[config.mk]
export PLATFORM = sky130hd
export DESIGN_NAME = long_exec_datapath
export DESIGN_NICKNAME = d
export VERILOG_FILES = /design/src/shared/exec_pkg.sv /design/src/hdl/long_exec_datapath.sv /design/src/hdl/sub_borrow_unit.sv
export SDC_FILE = /design/constraint.sdc
export NUM_CORES = 1
export LEC_CHECK = 0
export BUFFER_PORTS_ARGS = -buffer_cell sky130_fd_sc_hd__buf_2
export CAP_MARGIN = 10
export CORE_AREA = 2 2 76 78
export CTS_BUF_LIST = sky130_fd_sc_hd__clkbuf_8
export DETAILED_ROUTE_END_ITERATION = 8
export DIE_AREA = 0 0 78 80
export PLACE_DENSITY = 0.72
export SLEW_MARGIN = 15
export SYNTH_ARGS = -nofsm -noshare
export SYNTH_HDL_FRONTEND = slang
export SYNTH_SLANG_ARGS = --single-unit
[constraint.sdc]
create_clock -name ref_clk -period 7.3 [get_ports ref_clk]
set_input_delay 1.825 -clock ref_clk [delete_from_list [all_inputs] [get_ports ref_clk]]
set_output_delay 1.825 -clock ref_clk [all_outputs]
set_load 0.03 [all_outputs]
[src/shared/exec_pkg.sv]
// shared constants and opcode set of the extended execution datapath
package exec_pkg;
  localparam int DATA_W = 8;
  localparam logic [7:0] ALL_ONES = 8'hFF;
  localparam logic [7:0] ONE = 8'h01;
  localparam logic [7:0] ZERO = 8'h00;
  localparam int MSB = 7;
  localparam int NIB_MSB = 3;
  // flag vector positions
  localparam int F_C = 0;
  localparam int F_AC = 1;
  localparam int F_Z = 2;
  localparam int F_OV = 3;
  localparam int F_SC = 4;
  localparam int F_CZ = 5;
  localparam int FLAG_W = 6;
  localparam logic [5:0] FLAG_RESET = 6'h00;
  localparam logic [7:0] ACC_RESET = 8'h00;

  typedef enum logic [2:0] {
    op_idle_type                          = 3'b000,
    op_rotate_right_carry_to_acc_type     = 3'b001,
    op_subtract_borrow_to_acc_type        = 3'b010,
    op_subtract_borrow_to_mem_type        = 3'b011,
    op_decrement_skip_if_zero_type        = 3'b100,
    op_decrement_to_acc_skip_if_zero_type = 3'b101,
    op_set_memory_byte_type               = 3'b110,
    op_set_memory_bit_type                = 3'b111
  } op_type;

  typedef enum logic [0:0] {
    st_run_type   = 1'b0,
    st_dummy_type = 1'b1
  } cycle_state_type;
endpackage

[src/hdl/long_exec_datapath.sv]
// execution datapath for rotate, subtract, decrement-skip and set ops
`timescale 1ns/1ps
`default_nettype none
module long_exec_datapath
  import exec_pkg::*;
(
  input wire logic ref_clk,
  input wire logic resetn,
  input wire logic op_valid,
  input wire exec_pkg::op_type op_code,
  input wire logic [2:0] bit_select,
  input wire logic [exec_pkg::DATA_W-1:0] mem_rdata,
  output logic op_ready,
  output logic [exec_pkg::DATA_W-1:0] mem_wdata,
  output logic mem_we,
  output logic [exec_pkg::DATA_W-1:0] acc,
  output logic [exec_pkg::FLAG_W-1:0] flags,
  output logic skip_next,
  output logic dummy_cycle
);
  import exec_pkg::*;

  logic [DATA_W-1:0] acc_ff, nxt_acc;
  logic [FLAG_W-1:0] flags_ff, nxt_flags;
  logic [DATA_W-1:0] wdata_ff, nxt_wdata;
  logic we_ff, nxt_we;
  logic skip_ff, nxt_skip;
  cycle_state_type state_ff, nxt_state;

  logic [DATA_W-1:0] diff;
  logic [FLAG_W-1:0] sub_flags;
  // mem_rdata is only trusted in the cycle an op is presented
  wire logic take = op_valid && (state_ff == st_run_type);
  wire logic [DATA_W-1:0] rot_val =
    {flags_ff[F_C], mem_rdata[MSB:1]};
  wire logic [DATA_W-1:0] dec_val = mem_rdata - ONE;
  wire logic dec_zero = (dec_val == ZERO);
  wire logic [DATA_W-1:0] bit_mask = ONE << bit_select;
  wire logic [DATA_W-1:0] setbit_val = mem_rdata | bit_mask;

  sub_borrow_unit u_sub (
    .minuend(acc_ff),
    .subtrahend(mem_rdata),
    .carry_in(flags_ff[F_C]),
    .flags_in(flags_ff),
    .difference(diff),
    .flags_out(sub_flags)
  );

  // every op_type code is legal, so the case needs no default
  always_comb begin
    nxt_acc = acc_ff;
    nxt_flags = flags_ff;
    nxt_wdata = wdata_ff;
    nxt_we = 1'b0;
    nxt_skip = 1'b0;
    nxt_state = st_run_type;
    if (take) begin
      unique case (op_code)
        op_idle_type: begin
        end
        op_rotate_right_carry_to_acc_type: begin
          nxt_acc = rot_val;
          nxt_flags[F_C] = mem_rdata[0];
        end
        op_subtract_borrow_to_acc_type: begin
          nxt_acc = diff;
          nxt_flags = sub_flags;
        end
        op_subtract_borrow_to_mem_type: begin
          nxt_wdata = diff;
          nxt_we = 1'b1;
          nxt_flags = sub_flags;
        end
        op_decrement_skip_if_zero_type: begin
          nxt_wdata = dec_val;
          nxt_we = 1'b1;
          nxt_skip = dec_zero;
          nxt_state = st_dummy_type;
        end
        op_decrement_to_acc_skip_if_zero_type: begin
          nxt_acc = dec_val;
          nxt_skip = dec_zero;
          nxt_state = st_dummy_type;
        end
        op_set_memory_byte_type: begin
          nxt_wdata = ALL_ONES;
          nxt_we = 1'b1;
        end
        op_set_memory_bit_type: begin
          nxt_wdata = setbit_val;
          nxt_we = 1'b1;
        end
      endcase
    end
  end

  always_ff @(posedge ref_clk or negedge resetn) begin
    if (!resetn) begin
      acc_ff <= ACC_RESET;
      flags_ff <= FLAG_RESET;
      wdata_ff <= ZERO;
      we_ff <= 1'b0;
      skip_ff <= 1'b0;
      state_ff <= st_run_type;
    end else begin
      acc_ff <= nxt_acc;
      flags_ff <= nxt_flags;
      wdata_ff <= nxt_wdata;
      we_ff <= nxt_we;
      skip_ff <= nxt_skip;
      state_ff <= nxt_state;
    end
  end

  // second cycle of a decrement-skip refuses new ops
  assign op_ready = (state_ff == st_run_type);
  assign dummy_cycle = (state_ff == st_dummy_type);
  assign acc = acc_ff;
  assign flags = flags_ff;
  assign mem_wdata = wdata_ff;
  assign mem_we = we_ff;
  assign skip_next = skip_ff;
endmodule
`default_nettype wire

[src/hdl/sub_borrow_unit.sv]
// 8-bit subtract-with-borrow unit with flag outputs
`timescale 1ns/1ps
`default_nettype none
module sub_borrow_unit
  import exec_pkg::*;
(
  input wire logic [exec_pkg::DATA_W-1:0] minuend,
  input wire logic [exec_pkg::DATA_W-1:0] subtrahend,
  input wire logic carry_in,
  input wire logic [exec_pkg::FLAG_W-1:0] flags_in,
  output logic [exec_pkg::DATA_W-1:0] difference,
  output logic [exec_pkg::FLAG_W-1:0] flags_out
);
  import exec_pkg::*;

  logic [DATA_W:0] full_diff;
  logic [NIB_MSB+1:0] low_diff;
  logic borrow;
  logic ov;
  logic z;

  assign borrow = ~carry_in;
  // extra bit catches the borrow out of bit 7; wraps mod 256
  assign full_diff = {1'b0, minuend} - {1'b0, subtrahend}
                     - 9'(borrow);
  assign low_diff = {1'b0, minuend[NIB_MSB:0]} - {1'b0, subtrahend[NIB_MSB:0]}
                    - 5'(borrow);
  assign difference = full_diff[DATA_W-1:0];
  assign ov = (minuend[MSB] ^ subtrahend[MSB])
              & (minuend[MSB] ^ difference[MSB]);
  assign z = (difference == ZERO);

  // compare flags: cz chains zero through the incoming zero flag
  always_comb begin
    flags_out = flags_in;
    flags_out[F_C] = ~full_diff[DATA_W];
    flags_out[F_AC] = ~low_diff[NIB_MSB+1];
    flags_out[F_Z] = z;
    flags_out[F_OV] = ov;
    flags_out[F_SC] = difference[MSB] ^ ov;
    flags_out[F_CZ] = z & flags_in[F_Z];
  end
endmodule
`default_nettype wire

### Word level (Yosys, flattened, before mapping)

Cells that the tools add are included.

| cells by class | value |
|---|---|
| bitwise logic cells | 10 |
| $add $sub $neg | 5 |
| equality and inequality tests | 7 |
| shift operators | 1 |
| reductions and logical operators | 13 |
| multiplexer cells | 9 |

Operator list:

| kind | number |
|---|---|
| case mux 8 bit (4 select lines) | 1 |
| case mux 8 bit (3 select lines) | 1 |
| logical NOT 8 bit | 2 |
| == test 3 bit, second input constant | 4 |
| subtractor 8 x 8 -> 9 bit | 1 |
| subtractor 9 x 1 -> 9 bit | 1 |
| bitwise OR 8 bit | 1 |
| AND reduction 2 bit | 4 |
| left shift 1 x 3 -> 8 bit, first input constant | 1 |
| subtractor 8 x 1 -> 8 bit, second input constant | 1 |
| == test 3 x 2 -> 1 bit, second input constant | 2 |
| 2-to-1 mux 1 bit | 6 |
| subtractor 4 x 4 -> 5 bit | 1 |
| subtractor 5 x 1 -> 5 bit | 1 |
| inverter 1 bit | 4 |
| nonzero test 4 bit | 1 |
| OR reduction 2 bit | 2 |
| OR reduction 4 bit | 1 |
| == test 3 x 1 -> 1 bit, second input constant | 1 |
| nonzero test 3 bit | 1 |
| bitwise XOR 1 bit | 3 |
| bitwise AND 1 bit | 2 |
| case mux 1 bit (2 select lines) | 1 |
| nonzero test 2 bit | 1 |
| logical AND 1 bit | 1 |

| word-level totals | value |
|---|---|
| bits in registers | 25 |
| bits of input ports | 17 |
| output and inout port bits | 26 |

### Depth between registers and ports, before layout

| depth | value |
|---|---|
| depth after elaboration | 5 |
| mapped depth | 9 |

### By module

Synthesis repeated with hierarchy kept, for this count alone.

| second synthesis, totals | value |
|---|---|
| cell total of the unflattened synthesis | 285 |
| area, all modules | 2327.2 um2 |

Modules (own cells, without submodules):

| module | cells each | area each (um2) | seq. area each (um2) | instances |
|---|---|---|---|---|
| long_exec_datapath | 202 | 1702.9 | 625.6 | 1 |
| sub_borrow_unit | 83 | 624.3 | 0.0 | 1 |

### Worst setup path after synthesis

No wires, ideal clock.

| timing path | value |
|---|---|
| path kind | input to register |
| from | input mem_rdata[0] (netlist bit) |
| to | register flags_ff[5] (netlist: flags[5]) |
| stages on the path | 8 |
| path buffers | 0 |
| required time | 7.208 ns |
| path slack | 3.492 ns |
| library setup time | 0.092 ns |
| arrival | 3.716 ns |
| cells stage by stage | fa_1 > inv_1 > ha_1 > o21ai_0 > a311oi_1 > xor2_1 > or3_1 > o31ai_2 |

| on the way | value |
|---|---|
| cells in the longest elaborated chain, start to end | 4 |

RTL lines:

| what | line | source |
|---|---|---|
| start: declaration | long_exec_datapath.sv:12 | `input wire logic [exec_pkg::DATA_W-1:0] mem_rdata,` |
| subtractor 8 x 8 -> 9 bit | sub_borrow_unit.sv:24 | `assign full_diff = {1'b0, minuend} - {1'b0, subtrahend}` |
| subtractor 9 x 1 -> 9 bit | sub_borrow_unit.sv:25 | `- 9'(borrow);` |
| logical NOT 8 bit | sub_borrow_unit.sv:31 | `assign z = (difference == ZERO);` |
| bitwise AND 1 bit | sub_borrow_unit.sv:41 | `flags_out[F_CZ] = z & flags_in[F_Z];` |
| end signal: assignment | long_exec_datapath.sv:108 | `flags_ff <= nxt_flags;` |
| end: declaration | long_exec_datapath.sv:24 | `logic [FLAG_W-1:0] flags_ff, nxt_flags;` |

Every way passes these cells.
A chain may end at the register's enable or synchronous reset.

### Worst setup path in the final report

Same ends and word-level chain as after synthesis.

==> qor.txt <==
post-synth net total - 291
flops & latches, synth - 25
endpoints failing setup - 0
share of the yosys chip area belonging to registers - 29.0%
vias in the first global route - 1942
Synth top cells by count - 25 x dfrtp_1, 25 x inv_1, 23 x nand2_1, 23 x nor2_1
kind of path behind the tightest hold check - flop to flop
R2R depth - 9
vias per cell - 5.72
post-synthesis instance total - 256
EDFF count, synth - 0
CTS tree - built
CP max stage delay - 0.58 ns
Nets - 330
Core Util, Final - 45.7%
Die Span Y - 80 um
Max Clk Rate - 0.260 GHz
CTS resizes - 0
cell family with most CP delay - adder cells
Overall Global Routing Usage - 19.7%
final wirelength - 5860 um
Slew @ Worst Pin - 0.578 ns
CTS buffer count - 3
FILL cells - 552
unrepaired setup endpoints after global routing - false
Port-buffer cells - 42
Rows - 27
XOR/XNOR Fraction of Synth Area - 4.88%
Primary FF master, synth - dfrtp_1
die width - 78 um
residual DRC count - 0
Synth Area in Compound Gates - 23.8%
Synth top area share - 29.0%
post-layout total power - 0.000785 W
number of buffers and inverters on the critical path - 2
share of cells above drive strength 1 - 21.4%
clk buf depth - 2
Post-DRT Antenna Nets - 0
Synth Area in Simple Gates - 21.3%
CP cell instances - buf_2 > fa_1 > inv_1 > ha_1 > o21ai_0 > a311oi_1 > xor2_1 > or3_1 > o31ai_2
Worst Skew - 0.00544 ns
CP Launch Type - input port
crit path time final - 3.85 ns
WHS Path Cells - 2
pin count of the biggest net entering global routing - 26
Synth-to-Final Area Change - 14.6%
LEAKAGE - 1.11 nW
Crit-path slowest cell - fa_1
vias - 2094
synth warn - 0
combinational family with the most area after synthesis - compound AO/OA/AOI/OAI gates
Total Neg Setup Slack - 0 ns
Hold Fails Final Rpt - 0
nature of the critical path endpoint - flop
Max-Cap Viols - 0
Initial Utilization - 39.9%
grt total ovfl - 0
Mapped Area - 0.00215 mm^2
critical-path maximum fanout - 9
Core ar. - 0.00541 mm^2
post-synthesis mux area share - 3.48%
area of the die - 0.00624 mm^2
critical path arrival - 4.04 ns
Synth cell types - 58
DRT Pass-1 Iters - 5
clk slew on worst S/H paths - 0.09 ns
Placer Congestion - 0.933
HPWL Detailed - 4720 um
Synth async-reset ratio - 100%
run status - finished, final reports clean
IO Count - 43
DR WL/cell - 16.0 um
max-slew violations - 0
root buf cell - clkbuf_8
H-tree Lvls - 1
critical setup path kind - input port to flop
initial antenna violation count - 0
Worst Path Required - 7.49 ns
Ant. Diodes - 0
Num Clock Sinks - 25
largest area contributor in the netlist - dfrtp_1
period utilisation layout - 52.7%
clk_lat worst skew - 0.27 ns
Cell Pwr Density - 318 mW/mm^2
DRT iter0 DRCs - 222
Slew HR - 61.5%
cts hold-fix bufs - 0
WP depth - 9
worst vdd ir - 0.000152 V
Synth Area in Adders - 11.1%
global-route wire length before repair - 9720 um
Area contributors post-synth - dfrtp_1 29%, ha_1 9.3%, inv_1 4.4%
syn avg cell area - 8.42 um^2
Post-CTS Setup Inserts - 0
## layout make-up
type | count | area [um^2] | share of cell area [%]
Clock inverter | 1 | 3.75 | 0.152
Timing Repair Buffer | 44 | 225 | 9.12
Clock buffer | 3 | 41.3 | 1.67
Sequential cell | 25 | 626 | 25.3
Tap cell | 72 | 90.1 | 3.65
Multi-Input combinational cell | 196 | 1390 | 56.3
Inverter | 25 | 93.8 | 3.80
## layout by cell type (no fill, tap or decap), types with 2 or more instances in the layout
cell	count
xor2_1	4
buf_4	2
nor3_1	8
mux2_2	4
a311oi_1	2
nor4_1	3
nand3_1	6
o21a_1	2
nand2b_1	2
or3_1	3
xnor2_1	8
clkbuf_8	3
dfrtp_1	25
nor2b_1	4
o221a_2	2
ha_1	16
o22ai_1	2
o32ai_1	3
nor2_1	23
buf_2	42
nand4_1	3
nand2_1	23
a221oi_1	2
mux2i_1	3
fa_1	2
nor3b_1	3
a211oi_1	6
inv_1	26
o21ai_0	14
a31oi_1	5
a21oi_1	16
or2_2	2
## routing by layer
| metal | part of all wire, % | track usage [%] | vias to the layer above | wire length, um |
|---|---|---|---|---|
| li1 | - | - | 1012 | - |
| met1 | 46 | 27.9 | 970 | 2720 |
| met2 | 45 | 30.9 | 94 | 2650 |
| met3 | 6.4 | 2.26 | 18 | 375 |
| met4 | 2.0 | 7.37 | 0 | 120 |
| met5 | 0 | 0 | - | 0 |
## registers in the layout (all words and copies together) (netlist names)
register,flops
acc,8
mem_wdata,8
flags,6
dummy_cycle,1
mem_we,1
skip_next,1
## through the flow
step	setup slack, ns	cell area, um^2	cells	hold slack (ns)
floorplan	3.49	2150	256	0.647
global placement	3.23	2420	362	0.464
detailed placement	3.16	2420	362	0.469
CTS	3.45	2470	366	0.491
global route	3.29	2470	366	0.523
finish	3.45	2470	366	0.485
## logic make-up after synthesis
family	count (synthesis)
flip-flops	25
AO/OA/AOI/OAI	70
multiplexers	7
adder cells (fa/ha/maj)	18
XOR/XNOR	12
buffers and inverters	35
AND/OR/NAND/NOR	89
## where the power goes
group	switching [W]	internal, W	leakage, nW
Sequential	0.0000267	0.000177	0.295
Combinational	0.000324	0.000173	0.784
Clock	0.0000464	0.0000378	0.0269
Total	0.000397	0.000388	1.11
## tightest hold or removal path, stage by stage (launching register included)
cell and delay, ns:
dfrtp_1 0.35, nand2_1 0.05, o21ai_0 0.06
## worst paths after layout
check	from	to	slack, ns
setup / recovery	mem_rdata[0]	flags[5]	3.45
hold / removal	flags[1]	flags[1]	0.49
setup reg to reg	flags[0]	flags[5]	4.69
hold reg to reg	flags[1]	flags[1]	0.49
max in group asynchronous	resetn	dummy_cycle	5.38
min in group asynchronous	resetn	flags[3]	1.54
Note: power is estimated with default switching activity, not from simulation.
